## config.mk

```make
export PLATFORM = sky130hd
export DESIGN_NAME = psr_reset_ctrl
export DESIGN_NICKNAME = d
export VERILOG_FILES = /design/src/psr_pkg.sv /design/src/psr_masked_reg.sv /design/src/psr_reset_ctrl.sv /design/src/psr_reset_stage.sv
export SDC_FILE = /design/constraint.sdc
export NUM_CORES = 1
export LEC_CHECK = 0
export CORE_MARGIN = 2
export CORE_UTILIZATION = 50
export CTS_CLUSTER_DIAMETER = 150
export CTS_CLUSTER_SIZE = 8
export DETAILED_ROUTE_END_ITERATION = 7
export DONT_BUFFER_PORTS = 1
export PLACE_DENSITY = 0.74
export SYNTH_ARGS = -nofsm -noshare
export SYNTH_HDL_FRONTEND = slang
export SYNTH_SLANG_ARGS = --single-unit
```

## constraint.sdc

```tcl
create_clock -name pclk -period 3.6 [get_ports pclk]
set_clock_uncertainty 0.1 [all_clocks]
set_input_delay 0.18 -clock pclk [delete_from_list [all_inputs] [get_ports pclk]]
set_output_delay 0.18 -clock pclk [all_outputs]
set_load 0.02 [all_outputs]
```

## src/psr_pkg.sv

```systemverilog
// Purpose: shared constants for the peripheral soft reset control block
// Assumes: 32-bit apb data, 12-bit byte offsets inside the system control space
// Notes: offsets are byte addresses; field positions are bit indices
package psr_pkg;
	localparam int PSR_ADDR_W = 12;
	localparam int PSR_DATA_W = 32;
	localparam int PSR_STRB_W = 4;

	// ************************************************************
	// register offsets
	// ************************************************************
	localparam logic [11:0] PSR_PERIPH_RESET_OFF = 12'h044;
	localparam logic [11:0] PSR_PORT_RESET_OFF = 12'h048;
	localparam logic [11:0] PSR_PERIPH_STATUS_OFF = 12'h050;
	localparam logic [11:0] PSR_PORT_STATUS_OFF = 12'h054;

	// ************************************************************
	// reset values and implemented bits
	// ************************************************************
	localparam logic [31:0] PSR_RESET_VALUE = 32'h0000_0000;
	localparam logic [31:0] PSR_PERIPH_IMPL = 32'h0307_0011;
	localparam logic [31:0] PSR_PORT_IMPL = 32'h0000_00FF;
	localparam logic [31:0] PSR_READ_IDLE = 32'h0000_0000;

	// ************************************************************
	// field positions in peripheral_reset_ctrl_a
	// ************************************************************
	localparam int PSR_COMPARATOR_ONE_RESET_BIT = 25;
	localparam int PSR_COMPARATOR_ZERO_RESET_BIT = 24;
	localparam int PSR_GP_COUNTER_TWO_RESET_BIT = 18;
	localparam int PSR_GP_COUNTER_ONE_RESET_BIT = 17;
	localparam int PSR_GP_COUNTER_ZERO_RESET_BIT = 16;
	localparam int PSR_SYNC0_BIT = 4;
	localparam int PSR_ASYNC0_BIT = 0;

	// ************************************************************
	// field positions in port_reset_ctrl
	// ************************************************************
	localparam int PSR_PORT_A_BIT = 0;
	localparam int PSR_PORT_COUNT = 8;

	// ************************************************************
	// apb access phases
	// ************************************************************
	typedef enum logic [2:0] {
		PSR_PH_IDLE = 3'h1,
		PSR_PH_SETUP = 3'h2,
		PSR_PH_ACCESS = 3'h4
	} psr_phase_e;
endpackage : psr_pkg

```

## src/psr_masked_reg.sv

```systemverilog
// Purpose: one reset control register with capability-gated writes
// Assumes: write data already merged with byte enables by the caller
// Notes: bits outside IMPL or cleared in cap_mask never store a one
`timescale 1ns/1ns
module psr_masked_reg #(
	parameter int WIDTH = 32,
	parameter logic [31:0] IMPL = 32'hFFFF_FFFF
) (
	input wire logic pclk,
	input wire logic presetn,
	input wire logic wr_en,
	input wire logic [WIDTH-1:0] wr_data,
	input wire logic [WIDTH-1:0] cap_mask,
	output logic [WIDTH-1:0] value
);
	logic [WIDTH-1:0] value_reg;
	logic [WIDTH-1:0] value_next;
	logic [WIDTH-1:0] impl_bits;

	initial begin
		if (WIDTH < 1 || WIDTH > 32) begin
			$error("psr_masked_reg: WIDTH must be 1 to 32");
		end
	end

	assign impl_bits = IMPL[WIDTH-1:0];
	// absent units and reserved bits stay zero
	assign value_next = wr_en ? (wr_data & cap_mask & impl_bits) : value_reg;
	assign value = value_reg;

	always_ff @(posedge pclk or negedge presetn) begin
		if (!presetn) begin
			value_reg <= psr_pkg::PSR_RESET_VALUE[WIDTH-1:0];
		end else begin
			value_reg <= value_next;
		end
	end
endmodule : psr_masked_reg

```

## src/psr_reset_ctrl.sv

```systemverilog
// Purpose: software peripheral reset control behind an apb slave port
// Assumes: capability masks come from logic on pclk; zero-wait apb
// Notes: peripheral reset outputs are active high and come from flops
`timescale 1ns/1ns

// What this block does
// peripheral register writes gated by capability two
// port register writes gated by capability four
// bits 25 and 24 reset comparators
// bits 18 to 16 reset timers
// bit 4 resets synchronous serial unit
// bit 0 resets asynchronous serial unit
// port bits 0 to 7 reset ports
// both registers clear to zero on reset
// reserved bits read-only, read zero
// set bit holds reset, clear releases
module psr_reset_ctrl #(
	parameter int PORT_COUNT = psr_pkg::PSR_PORT_COUNT
) (
	input wire logic pclk,
	input wire logic presetn,
	input wire logic psel,
	input wire logic penable,
	input wire logic pwrite,
	input wire logic [psr_pkg::PSR_ADDR_W-1:0] paddr,
	input wire logic [psr_pkg::PSR_DATA_W-1:0] pwdata,
	input wire logic [psr_pkg::PSR_STRB_W-1:0] pstrb,
	output logic [psr_pkg::PSR_DATA_W-1:0] prdata,
	output logic pready,
	output logic pslverr,
	input wire logic [31:0] capability_mask_two,
	input wire logic [31:0] capability_mask_four,
	output logic comparator_one_reset,
	output logic comparator_zero_reset,
	output logic gp_counter_two_reset,
	output logic gp_counter_one_reset,
	output logic gp_counter_zero_reset,
	output logic sync_serial_zero_reset,
	output logic async_serial_zero_reset,
	output logic io_port_a_reset,
	output logic io_port_b_reset,
	output logic io_port_c_reset,
	output logic io_port_d_reset,
	output logic io_port_e_reset,
	output logic io_port_f_reset,
	output logic io_port_g_reset,
	output logic io_port_h_reset
);
	// ************************************************************
	// elaboration checks
	// ************************************************************
	initial begin
		if (PORT_COUNT != psr_pkg::PSR_PORT_COUNT) begin
			$error("psr_reset_ctrl: PORT_COUNT must equal the eight port outputs");
		end
	end

	// ************************************************************
	// helpers
	// ************************************************************
	function automatic logic [31:0] strb_to_mask(input logic [3:0] strb);
		logic [31:0] m;
		m = '0;
		for (int i = 0; i < 4; i++) begin
			m[i*8 +: 8] = {8{strb[i]}};
		end
		return m;
	endfunction : strb_to_mask

	function automatic logic [31:0] merge_bytes(
		input logic [31:0] old_val,
		input logic [31:0] new_val,
		input logic [3:0] strb
	);
		logic [31:0] m;
		m = strb_to_mask(strb);
		return (new_val & m) | (old_val & ~m);
	endfunction : merge_bytes

	function automatic logic addr_hit(
		input logic [psr_pkg::PSR_ADDR_W-1:0] a,
		input logic [11:0] off
	);
		return a == off;
	endfunction : addr_hit

	// unit order inside the request vector: comparator_one_reset, comparator_zero_reset, gp_counter_two_reset..0, sync0, async0
	function automatic logic [31:0] periph_place(input logic [6:0] u);
		logic [31:0] v;
		v = psr_pkg::PSR_READ_IDLE;
		v[psr_pkg::PSR_COMPARATOR_ONE_RESET_BIT] = u[6];
		v[psr_pkg::PSR_COMPARATOR_ZERO_RESET_BIT] = u[5];
		v[psr_pkg::PSR_GP_COUNTER_TWO_RESET_BIT] = u[4];
		v[psr_pkg::PSR_GP_COUNTER_ONE_RESET_BIT] = u[3];
		v[psr_pkg::PSR_GP_COUNTER_ZERO_RESET_BIT] = u[2];
		v[psr_pkg::PSR_SYNC0_BIT] = u[1];
		v[psr_pkg::PSR_ASYNC0_BIT] = u[0];
		return v;
	endfunction : periph_place

	function automatic logic [31:0] port_place(input logic [psr_pkg::PSR_PORT_COUNT-1:0] p);
		logic [31:0] v;
		v = psr_pkg::PSR_READ_IDLE;
		v[psr_pkg::PSR_PORT_A_BIT +: psr_pkg::PSR_PORT_COUNT] = p;
		return v;
	endfunction : port_place

	// ************************************************************
	// package consistency checks
	// ************************************************************
	// a stray field position would tie a unit to a bit that never stores a one
	initial begin
		if (periph_place('1) != psr_pkg::PSR_PERIPH_IMPL) begin
			$error("psr_reset_ctrl: peripheral fields disagree with implemented bits");
		end
		if (port_place('1) != psr_pkg::PSR_PORT_IMPL) begin
			$error("psr_reset_ctrl: port fields disagree with implemented bits");
		end
		if (psr_pkg::PSR_PORT_A_BIT + PORT_COUNT > psr_pkg::PSR_DATA_W) begin
			$error("psr_reset_ctrl: port field does not fit the data word");
		end
		if (psr_pkg::PSR_STRB_W * 8 != psr_pkg::PSR_DATA_W) begin
			$error("psr_reset_ctrl: one strobe per data byte expected");
		end
		if (psr_pkg::PSR_ADDR_W != $bits(psr_pkg::PSR_PERIPH_RESET_OFF)) begin
			$error("psr_reset_ctrl: address width must match the offsets");
		end
		if (psr_pkg::PSR_PERIPH_RESET_OFF[1:0] != 2'h0) begin
			$error("psr_reset_ctrl: peripheral control offset not word aligned");
		end
		if (psr_pkg::PSR_PORT_RESET_OFF[1:0] != 2'h0) begin
			$error("psr_reset_ctrl: port control offset not word aligned");
		end
		if (psr_pkg::PSR_PERIPH_STATUS_OFF[1:0] != 2'h0) begin
			$error("psr_reset_ctrl: peripheral status offset not word aligned");
		end
		if (psr_pkg::PSR_PORT_STATUS_OFF[1:0] != 2'h0) begin
			$error("psr_reset_ctrl: port status offset not word aligned");
		end
		if (psr_pkg::PSR_PERIPH_RESET_OFF == psr_pkg::PSR_PORT_RESET_OFF) begin
			$error("psr_reset_ctrl: control offsets must differ");
		end
		if (psr_pkg::PSR_PERIPH_STATUS_OFF == psr_pkg::PSR_PORT_STATUS_OFF) begin
			$error("psr_reset_ctrl: status offsets must differ");
		end
		if (psr_pkg::PSR_PERIPH_STATUS_OFF == psr_pkg::PSR_PERIPH_RESET_OFF) begin
			$error("psr_reset_ctrl: peripheral status overlaps its control");
		end
		if (psr_pkg::PSR_PORT_STATUS_OFF == psr_pkg::PSR_PORT_RESET_OFF) begin
			$error("psr_reset_ctrl: port status overlaps its control");
		end
		if (psr_pkg::PSR_RESET_VALUE != 32'h0000_0000) begin
			$error("psr_reset_ctrl: both registers must clear to zero");
		end
	end

	// ************************************************************
	// apb phase tracking
	// ************************************************************
	psr_pkg::psr_phase_e phase_reg;
	psr_pkg::psr_phase_e phase_next;

	wire setup_phase = psel & ~penable;
	wire access_phase = psel & penable;

	always_comb begin
		case (phase_reg)
			psr_pkg::PSR_PH_IDLE: begin
				phase_next = setup_phase ? psr_pkg::PSR_PH_SETUP : psr_pkg::PSR_PH_IDLE;
			end
			psr_pkg::PSR_PH_SETUP: begin
				phase_next = access_phase ? psr_pkg::PSR_PH_ACCESS : psr_pkg::PSR_PH_IDLE;
			end
			psr_pkg::PSR_PH_ACCESS: begin
				phase_next = setup_phase ? psr_pkg::PSR_PH_SETUP : psr_pkg::PSR_PH_IDLE;
			end
			default: begin
				phase_next = psr_pkg::PSR_PH_IDLE;
			end
		endcase
	end

	always_ff @(posedge pclk or negedge presetn) begin
		if (!presetn) begin
			phase_reg <= psr_pkg::PSR_PH_IDLE;
		end else begin
			phase_reg <= phase_next;
		end
	end

	// ************************************************************
	// address decode
	// ************************************************************
	wire hit_periph = addr_hit(paddr, psr_pkg::PSR_PERIPH_RESET_OFF);
	wire hit_port = addr_hit(paddr, psr_pkg::PSR_PORT_RESET_OFF);
	wire hit_periph_stat = addr_hit(paddr, psr_pkg::PSR_PERIPH_STATUS_OFF);
	wire hit_port_stat = addr_hit(paddr, psr_pkg::PSR_PORT_STATUS_OFF);
	wire hit_any = hit_periph | hit_port | hit_periph_stat | hit_port_stat;

	// a write needs its setup cycle right before the access cycle
	wire first_access = access_phase & (phase_reg == psr_pkg::PSR_PH_SETUP);
	// writes take effect at the access edge only
	wire wr_access = first_access & pwrite & pready;
	wire wr_periph = wr_access & hit_periph;
	wire wr_port = wr_access & hit_port;

	// ************************************************************
	// control registers
	// ************************************************************
	logic [31:0] periph_ctrl;
	logic [31:0] port_ctrl;
	logic [31:0] periph_wdata;
	logic [31:0] port_wdata;

	// untouched byte lanes keep their stored value
	assign periph_wdata = merge_bytes(periph_ctrl, pwdata, pstrb);
	assign port_wdata = merge_bytes(port_ctrl, pwdata, pstrb);

	psr_masked_reg #(
		.WIDTH(32),
		.IMPL(psr_pkg::PSR_PERIPH_IMPL)
	) u_periph_reg (
		.pclk(pclk),
		.presetn(presetn),
		.wr_en(wr_periph),
		.wr_data(periph_wdata),
		.cap_mask(capability_mask_two),
		.value(periph_ctrl)
	);

	psr_masked_reg #(
		.WIDTH(32),
		.IMPL(psr_pkg::PSR_PORT_IMPL)
	) u_port_reg (
		.pclk(pclk),
		.presetn(presetn),
		.wr_en(wr_port),
		.wr_data(port_wdata),
		.cap_mask(capability_mask_four),
		.value(port_ctrl)
	);

	// ************************************************************
	// reset request fields
	// ************************************************************
	localparam int PERIPH_UNITS = 7;

	logic [PERIPH_UNITS-1:0] periph_req;
	logic [PERIPH_UNITS-1:0] periph_rst;
	logic [PORT_COUNT-1:0] port_req;
	logic [PORT_COUNT-1:0] port_rst;

	assign periph_req[6] = periph_ctrl[psr_pkg::PSR_COMPARATOR_ONE_RESET_BIT];
	assign periph_req[5] = periph_ctrl[psr_pkg::PSR_COMPARATOR_ZERO_RESET_BIT];
	assign periph_req[4] = periph_ctrl[psr_pkg::PSR_GP_COUNTER_TWO_RESET_BIT];
	assign periph_req[3] = periph_ctrl[psr_pkg::PSR_GP_COUNTER_ONE_RESET_BIT];
	assign periph_req[2] = periph_ctrl[psr_pkg::PSR_GP_COUNTER_ZERO_RESET_BIT];
	assign periph_req[1] = periph_ctrl[psr_pkg::PSR_SYNC0_BIT];
	assign periph_req[0] = periph_ctrl[psr_pkg::PSR_ASYNC0_BIT];
	assign port_req = port_ctrl[psr_pkg::PSR_PORT_A_BIT +: PORT_COUNT];

	// ************************************************************
	// reset output stages
	// ************************************************************
	// registered so a decode glitch never pulses a peripheral reset
	psr_reset_stage #(
		.WIDTH(PERIPH_UNITS)
	) u_periph_stage (
		.pclk(pclk),
		.presetn(presetn),
		.req(periph_req),
		.rst_out(periph_rst)
	);

	psr_reset_stage #(
		.WIDTH(PORT_COUNT)
	) u_port_stage (
		.pclk(pclk),
		.presetn(presetn),
		.req(port_req),
		.rst_out(port_rst)
	);

	assign comparator_one_reset = periph_rst[6];
	assign comparator_zero_reset = periph_rst[5];
	assign gp_counter_two_reset = periph_rst[4];
	assign gp_counter_one_reset = periph_rst[3];
	assign gp_counter_zero_reset = periph_rst[2];
	assign sync_serial_zero_reset = periph_rst[1];
	assign async_serial_zero_reset = periph_rst[0];
	assign io_port_a_reset = port_rst[0];
	assign io_port_b_reset = port_rst[1];
	assign io_port_c_reset = port_rst[2];
	assign io_port_d_reset = port_rst[3];
	assign io_port_e_reset = port_rst[4];
	assign io_port_f_reset = port_rst[5];
	assign io_port_g_reset = port_rst[6];
	assign io_port_h_reset = port_rst[7];

	// ************************************************************
	// status views of the output stages
	// ************************************************************
	logic [31:0] periph_status;
	logic [31:0] port_status;

	// live output levels, so a read shows what the peripherals see
	always_comb begin
		periph_status = periph_place(periph_rst);
		port_status = port_place(port_rst);
	end

	// ************************************************************
	// read mux and response
	// ************************************************************
	logic [31:0] rd_sel;
	logic [31:0] prdata_reg;
	logic [31:0] prdata_next;
	logic pslverr_reg;
	logic pslverr_next;

	// reserved bits are zero in the stored value already
	assign rd_sel = hit_periph ? periph_ctrl :
		hit_port ? port_ctrl :
		hit_periph_stat ? periph_status :
		hit_port_stat ? port_status :
		psr_pkg::PSR_READ_IDLE;

	// captured in setup so data leave a flop during access
	assign prdata_next = (setup_phase & ~pwrite) ? rd_sel : prdata_reg;
	assign pslverr_next = setup_phase ? ~hit_any : (access_phase & pslverr_reg);

	always_ff @(posedge pclk or negedge presetn) begin
		if (!presetn) begin
			prdata_reg <= psr_pkg::PSR_READ_IDLE;
			pslverr_reg <= 1'h0;
		end else begin
			prdata_reg <= prdata_next;
			pslverr_reg <= pslverr_next;
		end
	end

	assign pready = 1'b1;
	assign prdata = prdata_reg;
	assign pslverr = pslverr_reg & access_phase;
endmodule : psr_reset_ctrl

```

## src/psr_reset_stage.sv

```systemverilog
// Purpose: registered, glitch-free reset levels toward the peripherals
// Assumes: req is a level from the control registers on the same clock
// Notes: all resets asserted while system reset is low, then follow req
`timescale 1ns/1ns
module psr_reset_stage #(
	parameter int WIDTH = 8
) (
	input wire logic pclk,
	input wire logic presetn,
	input wire logic [WIDTH-1:0] req,
	output logic [WIDTH-1:0] rst_out
);
	logic [WIDTH-1:0] rst_reg;

	initial begin
		if (WIDTH < 1) begin
			$error("psr_reset_stage: WIDTH must be at least 1");
		end
	end

	assign rst_out = rst_reg;

	// peripherals stay in reset through system reset
	always_ff @(posedge pclk or negedge presetn) begin
		if (!presetn) begin
			rst_reg <= '1;
		end else begin
			rst_reg <= req;
		end
	end
endmodule : psr_reset_stage
```

==> results.sh, run 1 <==
export IMPL_die_h_um=71.65
export IMPL_die_outline_area_um2=5134
export IMPL_final_util_pct=63.30
export IMPL_io_buffers=0
export IMPL_floorplan_initialDensity_pct=52.20
export IMPL_power_density_nw_per_um2=359.8
export IMPL_synth_adder_area_share_pct=0
export IMPL_internal_power_mw=0.7773
export IMPL_synth_top_cells_by_area="dfrtp_1 34%, dfstp_2 18%, buf_4 6.6%"
export IMPL_timing_slew_headroom_pct=29.47
export IMPL_avgSynthCellArea_um2=10.55
export IMPL_period_minus_slack_ns=2.561
export IMPL_worst_hold_path_type="in2reg"
export IMPL_initialDrtViolationCount=115
export IMPL_fraction_of_post_synthesis_cell_area_in_the_top_cell_type_by_area_pct=33.90
export IMPL_number_of_antenna_violations_at_the_first_check_in_global_routing=0
export IMPL_grtUsageTotal_pct=21.25
export IMPL_power_leakage_nw=1.119
export IMPL_die_width_um=71.65
export IMPL_first_pass_iters=4
export IMPL_postSynth_topFlopCell="dfrtp_1"
export IMPL_cts_num_sinks=47
export IMPL_drive_gt1_share_pct=12.84
export IMPL_routedWlPerCell_um=16.89
export IMPL_route_final_wire_length_um=5219
export IMPL_top_level_port_count=166
export IMPL_final_max_slew_violation_count=0
export IMPL_yosys_area_share_xor_xnor_pct=0.7654
export IMPL_path_class="reg2reg"
export IMPL_h_tree_depth=2
export IMPL_insertion_delay_ns=0.30
export IMPL_cts_made_buffers=5
export IMPL_grt_setup_unrepaired="false"
export IMPL_synthTopCellsByCount="31 x dfrtp_1, 23 x nand2_1, 21 x o21ai_1"
export IMPL_switchingPower_mw=0.2212
export IMPL_postSynth_asyncResetShare_pct=100.0
export IMPL_floorplan_core_area_um2=4384
export IMPL_synth_area_um2=2288
export IMPL_path_clk_slew_ns=0.09
export IMPL_tightestPinTransition_ns=1.056
export IMPL_synth_enable_flop_cells=0
export IMPL_post_cts_setup_buffers=0
export IMPL_synth_compound_gate_area_share_pct=16.57
export IMPL_via_count=1785
export IMPL_ant_nets=0
export IMPL_count_of_standard_cell_rows=24
export IMPL_critPathMaxFanout=17
export IMPL_areaGrowthSynthToFinish_pct=21.27
export IMPL_layout_worst_path_cycle_share_pct=71.15
export IMPL_synth_mux_area_fraction_pct=0.9841
export IMPL_cts_max_path_buffers=2
export IMPL_finalSetupViolCount=0
export IMPL_seq_area_frac_synth_pct=52.27
export IMPL_setup_tns_ns=0
export IMPL_via_per_inst=5.777
export IMPL_holdPathStages=3
export IMPL_grt_overflow=0
export IMPL_cpMaxStageDelayCell="dlygate4sd3_1"
export IMPL_total_power_mw=0.9984
export IMPL_p_seq_share_pct=53.3
export IMPL_critPathMaxStageDelay_ns=0.57
export IMPL_maximum_number_of_pins_on_one_net_before_global_route_repair=48
export IMPL_cap_violations=0
export IMPL_maxClockFrequency_mhz=390.4
export IMPL_fin_nets=373
export IMPL_tritoncts_clock_tree="done"
export IMPL_gpl_final_weighted_congestion=0.7917
export IMPL_critical_path_startpoint_type="register"
export IMPL_synth_top_family_by_area="simple AND/OR/NAND/NOR gates"
export IMPL_worst_endpoint_arrival_ns=2.64
export IMPL_pwr_share_clk_pct=37.6
export IMPL_synth_largest_area_cell="dfrtp_1"
export IMPL_pwr_share_comb_pct=9.1
export IMPL_length_in_cells_of_the_worst_reg_to_reg_path=6
export IMPL_dp_hpwl_um=3543
export IMPL_antenna_cells=0
export IMPL_placed_area_um2=2251
export IMPL_sw_frac_of_total_pct=22.15
export IMPL_yosysWarnings=0
export IMPL_hold_violations=0
export IMPL_detail_route_drc_violations=0
export IMPL_cp_data_required_time_ns=3.68
export IMPL_post_synthesis_instance_total=217
export IMPL_grt_pass1_vias=1808
export IMPL_finalHoldWorstSlack_ns=0.03303
export IMPL_clock_tree_root_cell="clkbuf_8"
export IMPL_grt_first_pass_wirelength_um=8500
export IMPL_yosys_area_share_simple_pct=21.00
export IMPL_max_ffs_per_register=13
export IMPL_timing_critical_path_cells="and4b_1 -> nand2b_1 -> inv_1 -> nand4_4 -> o21ai_1 -> dlygate4sd3_1"
export IMPL_outcome="finished, final reports clean"
export IMPL_synth_cell_type_count=40
export IMPL_max_vdd_ir_drop_mv=0.1694
export IMPL_synth_most_common_cell="dfrtp_1"
export IMPL_layout_cell_area_non_filler_um2=2775
export IMPL_synth_seq_cells=47
export IMPL_critical_path_endpoint_type="register"
path summary, 6_finish.rpt:
kind,endpoint,startpoint,slack (ns)
worst max-delay path,u_port_reg.value[2],phase_reg[0],1.04
worst min-delay path,u_periph_reg.value[18],pstrb[2],0.03
worst max register to register,u_port_reg.value[2],phase_reg[0],1.04
worst min register to register,u_port_stage.rst_out[1],u_port_reg.value[1],0.31
max in group asynchronous,u_port_stage.rst_out[5],presetn,2.84
min in group asynchronous,u_port_reg.value[4],presetn,0.28
cells in the final DEF, fill, tap and decap left out, types with 6 or more instances in the layout:
cell	instances
nand3_1	12
dlygate4sd3_1	39
nor2b_1	16
dfrtp_1	31
o41ai_1	15
nor2_1	7
o21ai_1	21
nand2_1	23
conb_1	20
dfstp_2	16
a32oi_1	6
metrics by stage:
| stage | setup WS [ns] | cells |
|---|---|---|
| 2_1_floorplan | 1.887 | 235 |
| 3_3_place_gp | 1.655 | 261 |
| 3_5_place_dp | 1.639 | 261 |
| 4_1_cts | 1.082 | 309 |
| 5_1_grt | 0.9245 | 309 |
| 6_report | 1.039 | 309 |
area by class of cell:
cell class,count,area (µm²)
fill,363,1609
inverter,2,7.507
clock buffer,7,76.32
tap,52,65.06
multi-input combinational,159,974.7
clock inverter,1,30.03
sequential,47,1196
timing repair buffer,41,425.4
worst max-delay path, delay by kind of cell, from the launching register on:
family          cells  cell delay [ns]
compound gates      1             0.09
buf+inv             2             0.82
flops               1             0.54
simple gates        3             0.88
power groups by stage:
| stage | sequential (mW) | clock (mW) | combinational, mW |
|---|---|---|---|
| after global placement | 0.542 | 0 | 0.0499 |
| after detailed placement | 0.542 | 0 | 0.0505 |
| after floorplan | 0.542 | 0 | 0.0649 |
| final | 0.532 | 0.375 | 0.0908 |
| after CTS | 0.532 | 0.380 | 0.0901 |
| after global routing | 0.532 | 0.402 | 0.0993 |
routing by layer:
layer,vias to the layer above,track usage [%],routed length (µm)
met2,95,33.74,2419
met5,-,0,0
met4,0,6.080,41
met3,4,6.751,495
li1,840,-,-
met1,846,28.19,2262
cell families (layout without fill, tap and decap cells):
group,after synthesis,count (layout)
other cells,2,20
flops,47,47
xor+xnor,2,2
mux,2,2
simple gates,82,82
buf+inv,29,51
compound gates,53,53
repair_timing:
item / in CTS / in global routing
setup endpoints to repair: 0 / 0
endpoints found under the hold margin: 63 / 0
gates resized for setup: 0 / 0
hold buffers: 40 / 0
No activity file was read; power rests on OpenSTA's default activity.
==> run 2, diff against run 1 <==
--- a/config.mk
+++ b/config.mk
@@ -11,7 +11,7 @@
 export CTS_CLUSTER_SIZE = 8
 export DETAILED_ROUTE_END_ITERATION = 7
 export DONT_BUFFER_PORTS = 1
-export PLACE_DENSITY = 0.74
+export PLACE_DENSITY = 0.77
 export SYNTH_ARGS = -nofsm -noshare
 export SYNTH_HDL_FRONTEND = slang
 export SYNTH_SLANG_ARGS = --single-unit
==> constraint.sdc (replaced) <==
create_clock -name pclk -period 2.15 [get_ports pclk]
set_clock_uncertainty 0.1 [all_clocks]
set_input_delay 0.1075 -clock pclk [delete_from_list [all_inputs] [get_ports pclk]]
set_output_delay 0.1075 -clock pclk [all_outputs]
set_load 0.02 [all_outputs]
==> run 2 against run 1 <==
Against the previous run:
- non-clock buffer count rose by 12
- die area did not move
- cell area rose by 4.7%
- highest routed layer unchanged
- sequential power rose by 67%
- setup slack got worse by 0.80 ns
- largest power group unchanged
- final cell count rose by 3.9%
- hold slack got worse by 0.025 ns
- first-iteration DRC count rose by 37%
- combinational power rose by 100%
- clock power rose by 78%
==> results.sh, run 2 (synthesis gave the netlist of run 1 again) <==
export IMPL_outcome="finished, final reports clean"
export IMPL_floorplan_core_area_um2=4384
export IMPL_antenna_cells=0
export IMPL_grtUsageTotal_pct=22.59
export IMPL_final_max_slew_violation_count=0
export IMPL_max_ffs_per_register=13
export IMPL_critPathMaxFanout=7
export IMPL_worst_endpoint_arrival_ns=2.05
export IMPL_path_common_cell="dlygate4sd3_1"
export IMPL_power_density_nw_per_um2=600.9
export IMPL_setup_tns_ns=0
export IMPL_count_of_standard_cell_rows=24
export IMPL_critPathMaxStageDelay_ns=0.59
export IMPL_total_power_mw=1.746
export IMPL_path_class="in2reg"
export IMPL_length_in_cells_of_the_worst_reg_to_reg_path=5
export IMPL_route_final_wire_length_um=5623
export IMPL_timing_critical_path_cells="dlygate4sd3_1 -> nor4_4 -> nand2_1 -> o211ai_1 -> dlygate4sd3_1"
export IMPL_initialDrtViolationCount=157
export IMPL_top_level_port_count=166
export IMPL_routedWlPerCell_um=17.52
export IMPL_hold_violations=0
export IMPL_tightestPinTransition_ns=0.5873
export IMPL_period_minus_slack_ns=1.911
export IMPL_first_pass_iters=5
export IMPL_finalSetupViolCount=0
export IMPL_insertion_delay_ns=0.30
export IMPL_number_of_antenna_violations_at_the_first_check_in_global_routing=0
export IMPL_areaGrowthSynthToFinish_pct=26.95
export IMPL_cpMaxStageDelayCell="dlygate4sd3_1"
export IMPL_via_per_inst=5.819
export IMPL_timing_final_ws_setup_ns=0.2386
export IMPL_maximum_number_of_pins_on_one_net_before_global_route_repair=48
export IMPL_timing_slew_headroom_pct=60.72
export IMPL_drive_gt1_share_pct=14.50
export IMPL_dp_hpwl_um=3644
export IMPL_max_vdd_ir_drop_mv=0.2809
export IMPL_die_h_um=71.65
export IMPL_pwr_share_comb_pct=10.6
export IMPL_critical_path_startpoint_type="primary input"
export IMPL_grt_overflow=0
export IMPL_power_leakage_nw=1.164
export IMPL_layout_commonest_cell="dlygate4sd3_1"
export IMPL_grt_first_pass_wirelength_um=9059
export IMPL_cts_num_sinks=47
export IMPL_grt_setup_unrepaired="false"
export IMPL_clock_tree_root_cell="clkbuf_8"
export IMPL_holdPathStages=3
export IMPL_via_count=1868
export IMPL_cap_violations=0
export IMPL_critical_path_endpoint_type="register"
export IMPL_internal_power_mw=1.349
export IMPL_io_buffers=0
export IMPL_grt_pass1_vias=1814
export IMPL_floorplan_initialDensity_pct=52.20
export IMPL_cts_made_buffers=5
export IMPL_p_seq_share_pct=51.1
export IMPL_pwr_share_clk_pct=38.3
export IMPL_fin_nets=385
export IMPL_path_clk_slew_ns=0.09
export IMPL_detail_route_drc_violations=0
export IMPL_sw_frac_of_total_pct=22.74
export IMPL_layout_worst_path_cycle_share_pct=88.90
export IMPL_worst_hold_path_type="in2reg"
export IMPL_die_width_um=71.65
export IMPL_tritoncts_clock_tree="done"
export IMPL_layout_cells_most_common_list="47 x dlygate4sd3_1, 31 x dfrtp_1, 23 x nand2_1, 21 x o21ai_1, 20 x conb_1"
export IMPL_switchingPower_mw=0.3970
export IMPL_h_tree_depth=2
export IMPL_cp_data_required_time_ns=2.29
export IMPL_place_worst_setup_slack_ns=0.3936
export IMPL_maxClockFrequency_mhz=523.2
export IMPL_cts_max_path_buffers=2
export IMPL_gpl_final_weighted_congestion=0.7985
export IMPL_die_outline_area_um2=5134
export IMPL_ant_nets=0
-- run 2: changes by cell type in the layout (fill, tap and decap cells not counted) --
cell           delta
nor4_4            +1
clkbuf_1          -2
dlygate4sd3_1     +8
buf_4             +4
nor4_2            -1
clkinv_2          +1
clkbuf_8          +1
-- run 2: metrics by stage --
| stage | hold WS, ns | cell area, µm² | std cells | util, % |
|---|---|---|---|---|
| 2_1_floorplan | -0.2881 | 2356 | 235 | - |
| 3_3_place_gp | -0.2873 | 2281 | 265 | 52.03 |
| 3_5_place_dp | -0.2874 | 2281 | 265 | 52.03 |
| 4_1_cts | 0.0001761 | 2887 | 320 | 65.84 |
| 5_1_grt | 0.03077 | 2905 | 321 | 66.27 |
| 6_report | 0.008500 | 2905 | 321 | 66.27 |
-- run 2: area by class of cell --
cell class                 instances  area (µm²)
fill                             329        1479
sequential                        47        1196
multi-input combinational        159       983.4
timing repair buffer              53       535.5
clock buffer                       6       82.58
tap                               52       65.06
clock inverter                     2       35.03
inverter                           2       7.507
-- run 2: critical path: cells and delay by family --
kind	cells	cell delay [ns]
simple gates	2	0.60
compound gates	1	0.18
buf+inv	2	1.16
-- run 2: final timing paths --
| path | start | to | slack [ns] |
|---|---|---|---|
| hold / removal | pstrb[3] | u_periph_reg.value[24] | 0.009 |
| max in group asynchronous | presetn | u_port_stage.rst_out[7] | 1.45 |
| min in group asynchronous | presetn | u_port_reg.value[4] | 0.23 |
| setup / recovery | paddr[3] | prdata[4] | 0.24 |
| setup reg to reg | phase_reg[0] | u_port_reg.value[3] | 0.32 |
| hold reg to reg | u_periph_reg.value[25] | u_periph_stage.rst_out[6] | 0.31 |
-- run 2: per-layer routing --
layer	vias up	track usage [%]	part of all wire [%]
met2	88	33.54	46
met3	13	6.188	9.3
met5	-	0	0
met4	0	11.32	2.6
li1	863	-	-
met1	904	30.51	42
-- run 2: repair_timing --
item                                    4_1_cts  5_1_grt
hold buffers                                 47        1
endpoints found under the setup margin        0        1
hold endpoints to repair                     66        1
buffers inserted                              0        0
resized for setup                             0        1
-- run 2: power by group through the flow --
stage | sequential [mW] | combinational [mW] | clock, mW
2_1_floorplan | 0.907 | 0.109 | 0
5_1_grt | 0.892 | 0.201 | 0.704
6_report | 0.891 | 0.186 | 0.669
3_3_place_gp | 0.907 | 0.0847 | 0
4_1_cts | 0.891 | 0.179 | 0.667
3_5_place_dp | 0.908 | 0.0859 | 0
==> run 3, diff against run 2 <==
--- a/config.mk
+++ b/config.mk
@@ -11,7 +11,7 @@
 export CTS_CLUSTER_SIZE = 8
 export DETAILED_ROUTE_END_ITERATION = 7
 export DONT_BUFFER_PORTS = 1
-export PLACE_DENSITY = 0.77
+export PLACE_DENSITY = 0.67
 export SYNTH_ARGS = -nofsm -noshare
 export SYNTH_HDL_FRONTEND = slang
 export SYNTH_SLANG_ARGS = --single-unit
==> constraint.sdc (replaced) <==
create_clock -name pclk -period 2.15 [get_ports pclk]
set_clock_uncertainty 0.1 [all_clocks]
set_input_delay 0.1075 -clock pclk [delete_from_list [all_inputs] [get_ports pclk]]
set_output_delay 0.1075 -clock pclk [all_outputs]
set_load 0.05 [all_outputs]
==> run 3 against run 2 <==
Against the previous run:
- global-route usage is 0.39 points lower
- combinational power rose by 19%
- final cell count down 1.2%
- non-clock buffer count down 4
- core utilization is 2.0 points lower
- sequential power about the same
- critical path depth unchanged
- die area did not move
- via count down 2.6%
==> results.sh, run 3 (synthesis gave the netlist of run 1 again) <==
export IMPL_cts_max_path_buffers=2
export IMPL_fin_nets=381
export IMPL_cap_violations=0
export IMPL_io_buffers=0
export IMPL_insertion_delay_ns=0.29
export IMPL_path_class="reg2reg"
export IMPL_h_tree_depth=2
export IMPL_die_outline_area_um2=5134
export IMPL_number_of_antenna_violations_at_the_first_check_in_global_routing=0
export IMPL_finalSetupViolCount=0
export IMPL_areaGrowthSynthToFinish_pct=23.07
export IMPL_cts_made_buffers=5
export IMPL_critical_path_endpoint_type="register"
export IMPL_worst_hold_path_type="in2reg"
export IMPL_pwr_share_clk_pct=30.7
export IMPL_internal_power_mw=1.199
export IMPL_sw_frac_of_total_pct=25.41
export IMPL_initialDrtViolationCount=122
export IMPL_setup_tns_ns=0
export IMPL_worst_endpoint_arrival_ns=1.86
export IMPL_dp_hpwl_um=3634
export IMPL_max_ffs_per_register=13
export IMPL_max_vdd_ir_drop_mv=0.3327
export IMPL_clock_tree_root_cell="clkbuf_8"
export IMPL_route_final_wire_length_um=5399
export IMPL_drive_gt1_share_pct=13.96
export IMPL_grt_overflow=0
export IMPL_tritoncts_clock_tree="done"
export IMPL_first_pass_iters=4
export IMPL_tightestPinTransition_ns=0.5717
export IMPL_cts_num_sinks=47
export IMPL_post_cts_setup_buffers=0
export IMPL_floorplan_initialDensity_pct=52.20
export IMPL_gpl_final_weighted_congestion=0.7745
export IMPL_routedWlPerCell_um=17.03
export IMPL_layout_commonest_cell="dlygate4sd3_1"
export IMPL_maxClockFrequency_mhz=554.3
export IMPL_layout_cells_most_common_list="42 x dlygate4sd3_1, 31 x dfrtp_1, 23 x nand2_1, 21 x o21ai_1, 20 x conb_1"
export IMPL_via_count=1820
export IMPL_top_level_port_count=166
export IMPL_period_minus_slack_ns=1.804
export IMPL_ant_nets=0
export IMPL_critical_path_startpoint_type="register"
export IMPL_pwr_share_comb_pct=13.8
export IMPL_setup_slack_of_the_most_critical_reg_to_reg_path_ns=0.35
export IMPL_antenna_cells=0
export IMPL_power_density_nw_per_um2=570.7
export IMPL_post_cts_resize_count=0
export IMPL_floorplan_core_area_um2=4384
export IMPL_grt_first_pass_wirelength_um=8907
export IMPL_power_leakage_nw=1.119
export IMPL_final_max_slew_violation_count=0
export IMPL_r2r_start="phase_reg[0]"
export IMPL_timing_slew_headroom_pct=61.76
export IMPL_hold_violations=0
export IMPL_grtUsageTotal_pct=22.20
export IMPL_worst_hold_startpoint="pstrb[2]"
export IMPL_cp_data_required_time_ns=2.21
export IMPL_detail_route_drc_violations=0
export IMPL_die_width_um=71.65
export IMPL_outcome="finished, final reports clean"
export IMPL_switchingPower_mw=0.4084
export IMPL_grt_pass1_vias=1769
export IMPL_path_clk_slew_ns=0.08
export IMPL_via_per_inst=5.741
export IMPL_final_util_pct=64.24
export IMPL_grt_setup_unrepaired="false"
export IMPL_die_h_um=71.65
export IMPL_critPathMaxFanout=10
export IMPL_count_of_standard_cell_rows=24
export IMPL_holdBufCountCts=43
export IMPL_p_seq_share_pct=55.5
export IMPL_maximum_number_of_pins_on_one_net_before_global_route_repair=48
export IMPL_layout_worst_path_cycle_share_pct=83.91
export IMPL_start_point_of_the_critical_path="phase_reg[0]"
[run 3: final cells by class]
class	instances	area [µm²]
sequential	47	1196
multi-input combinational	159	974.7
inverter	2	7.507
fill	346	1568
tap	52	65.06
timing repair buffer	49	493.0
clock buffer	8	80.08
[run 3: final timing paths]
| path | depth (start not counted) | endpoint |
|---|---|---|
| setup / recovery | 5 | u_port_reg.value[3] |
| hold / removal | 3 | u_periph_reg.value[18] |
| setup reg to reg | 5 | u_port_reg.value[3] |
| hold reg to reg | 0 | u_port_stage.rst_out[5] |
| max in group asynchronous | 2 | u_periph_stage.rst_out[6] |
| min in group asynchronous | 2 | u_port_reg.value[1] |
[run 3: power groups by stage]
stage               sequential, mW  combinational (mW)  clock [mW]
floorplan                    0.907               0.156           0
global placement             0.908               0.133           0
detailed placement           0.908               0.133           0
CTS                          0.891               0.221       0.509
global route                 0.892               0.240       0.539
finish                       0.891               0.222       0.493
[run 3: metrics by stage]
step / instances / cell area [µm²] / total power, mW / hold WS (ns) / setup WS, ns
finish: 317 / 2816 / 1.607 / 0.001286 / 0.3460
global route: 317 / 2816 / 1.670 / 0.01909 / 0.2221
CTS: 317 / 2816 / 1.621 / 0.0002846 / 0.4294
detailed placement: 266 / 2288 / 1.041 / -0.2869 / 0.4350
global placement: 266 / 2288 / 1.040 / -0.2873 / 0.4733
floorplan: 235 / 2356 / 1.063 / -0.2881 / 0.5097
[run 3: critical path, stage by stage, from the launching register on]
cell and delay [ns]:
dfstp_2 0.38, and4b_1 0.24, nand2b_1 0.19, buf_4 0.25, o41ai_1 0.39, o21ai_1 0.13
[run 3: routing by layer]
metal | GRT usage [%] | part of all wire (%) | up-vias
met4 | 6.918 | 1.4 | 0
met5 | 0 | 0 | -
met2 | 33.02 | 46 | 86
met3 | 4.782 | 7.8 | 6
li1 | - | - | 851
met1 | 32.66 | 45 | 877
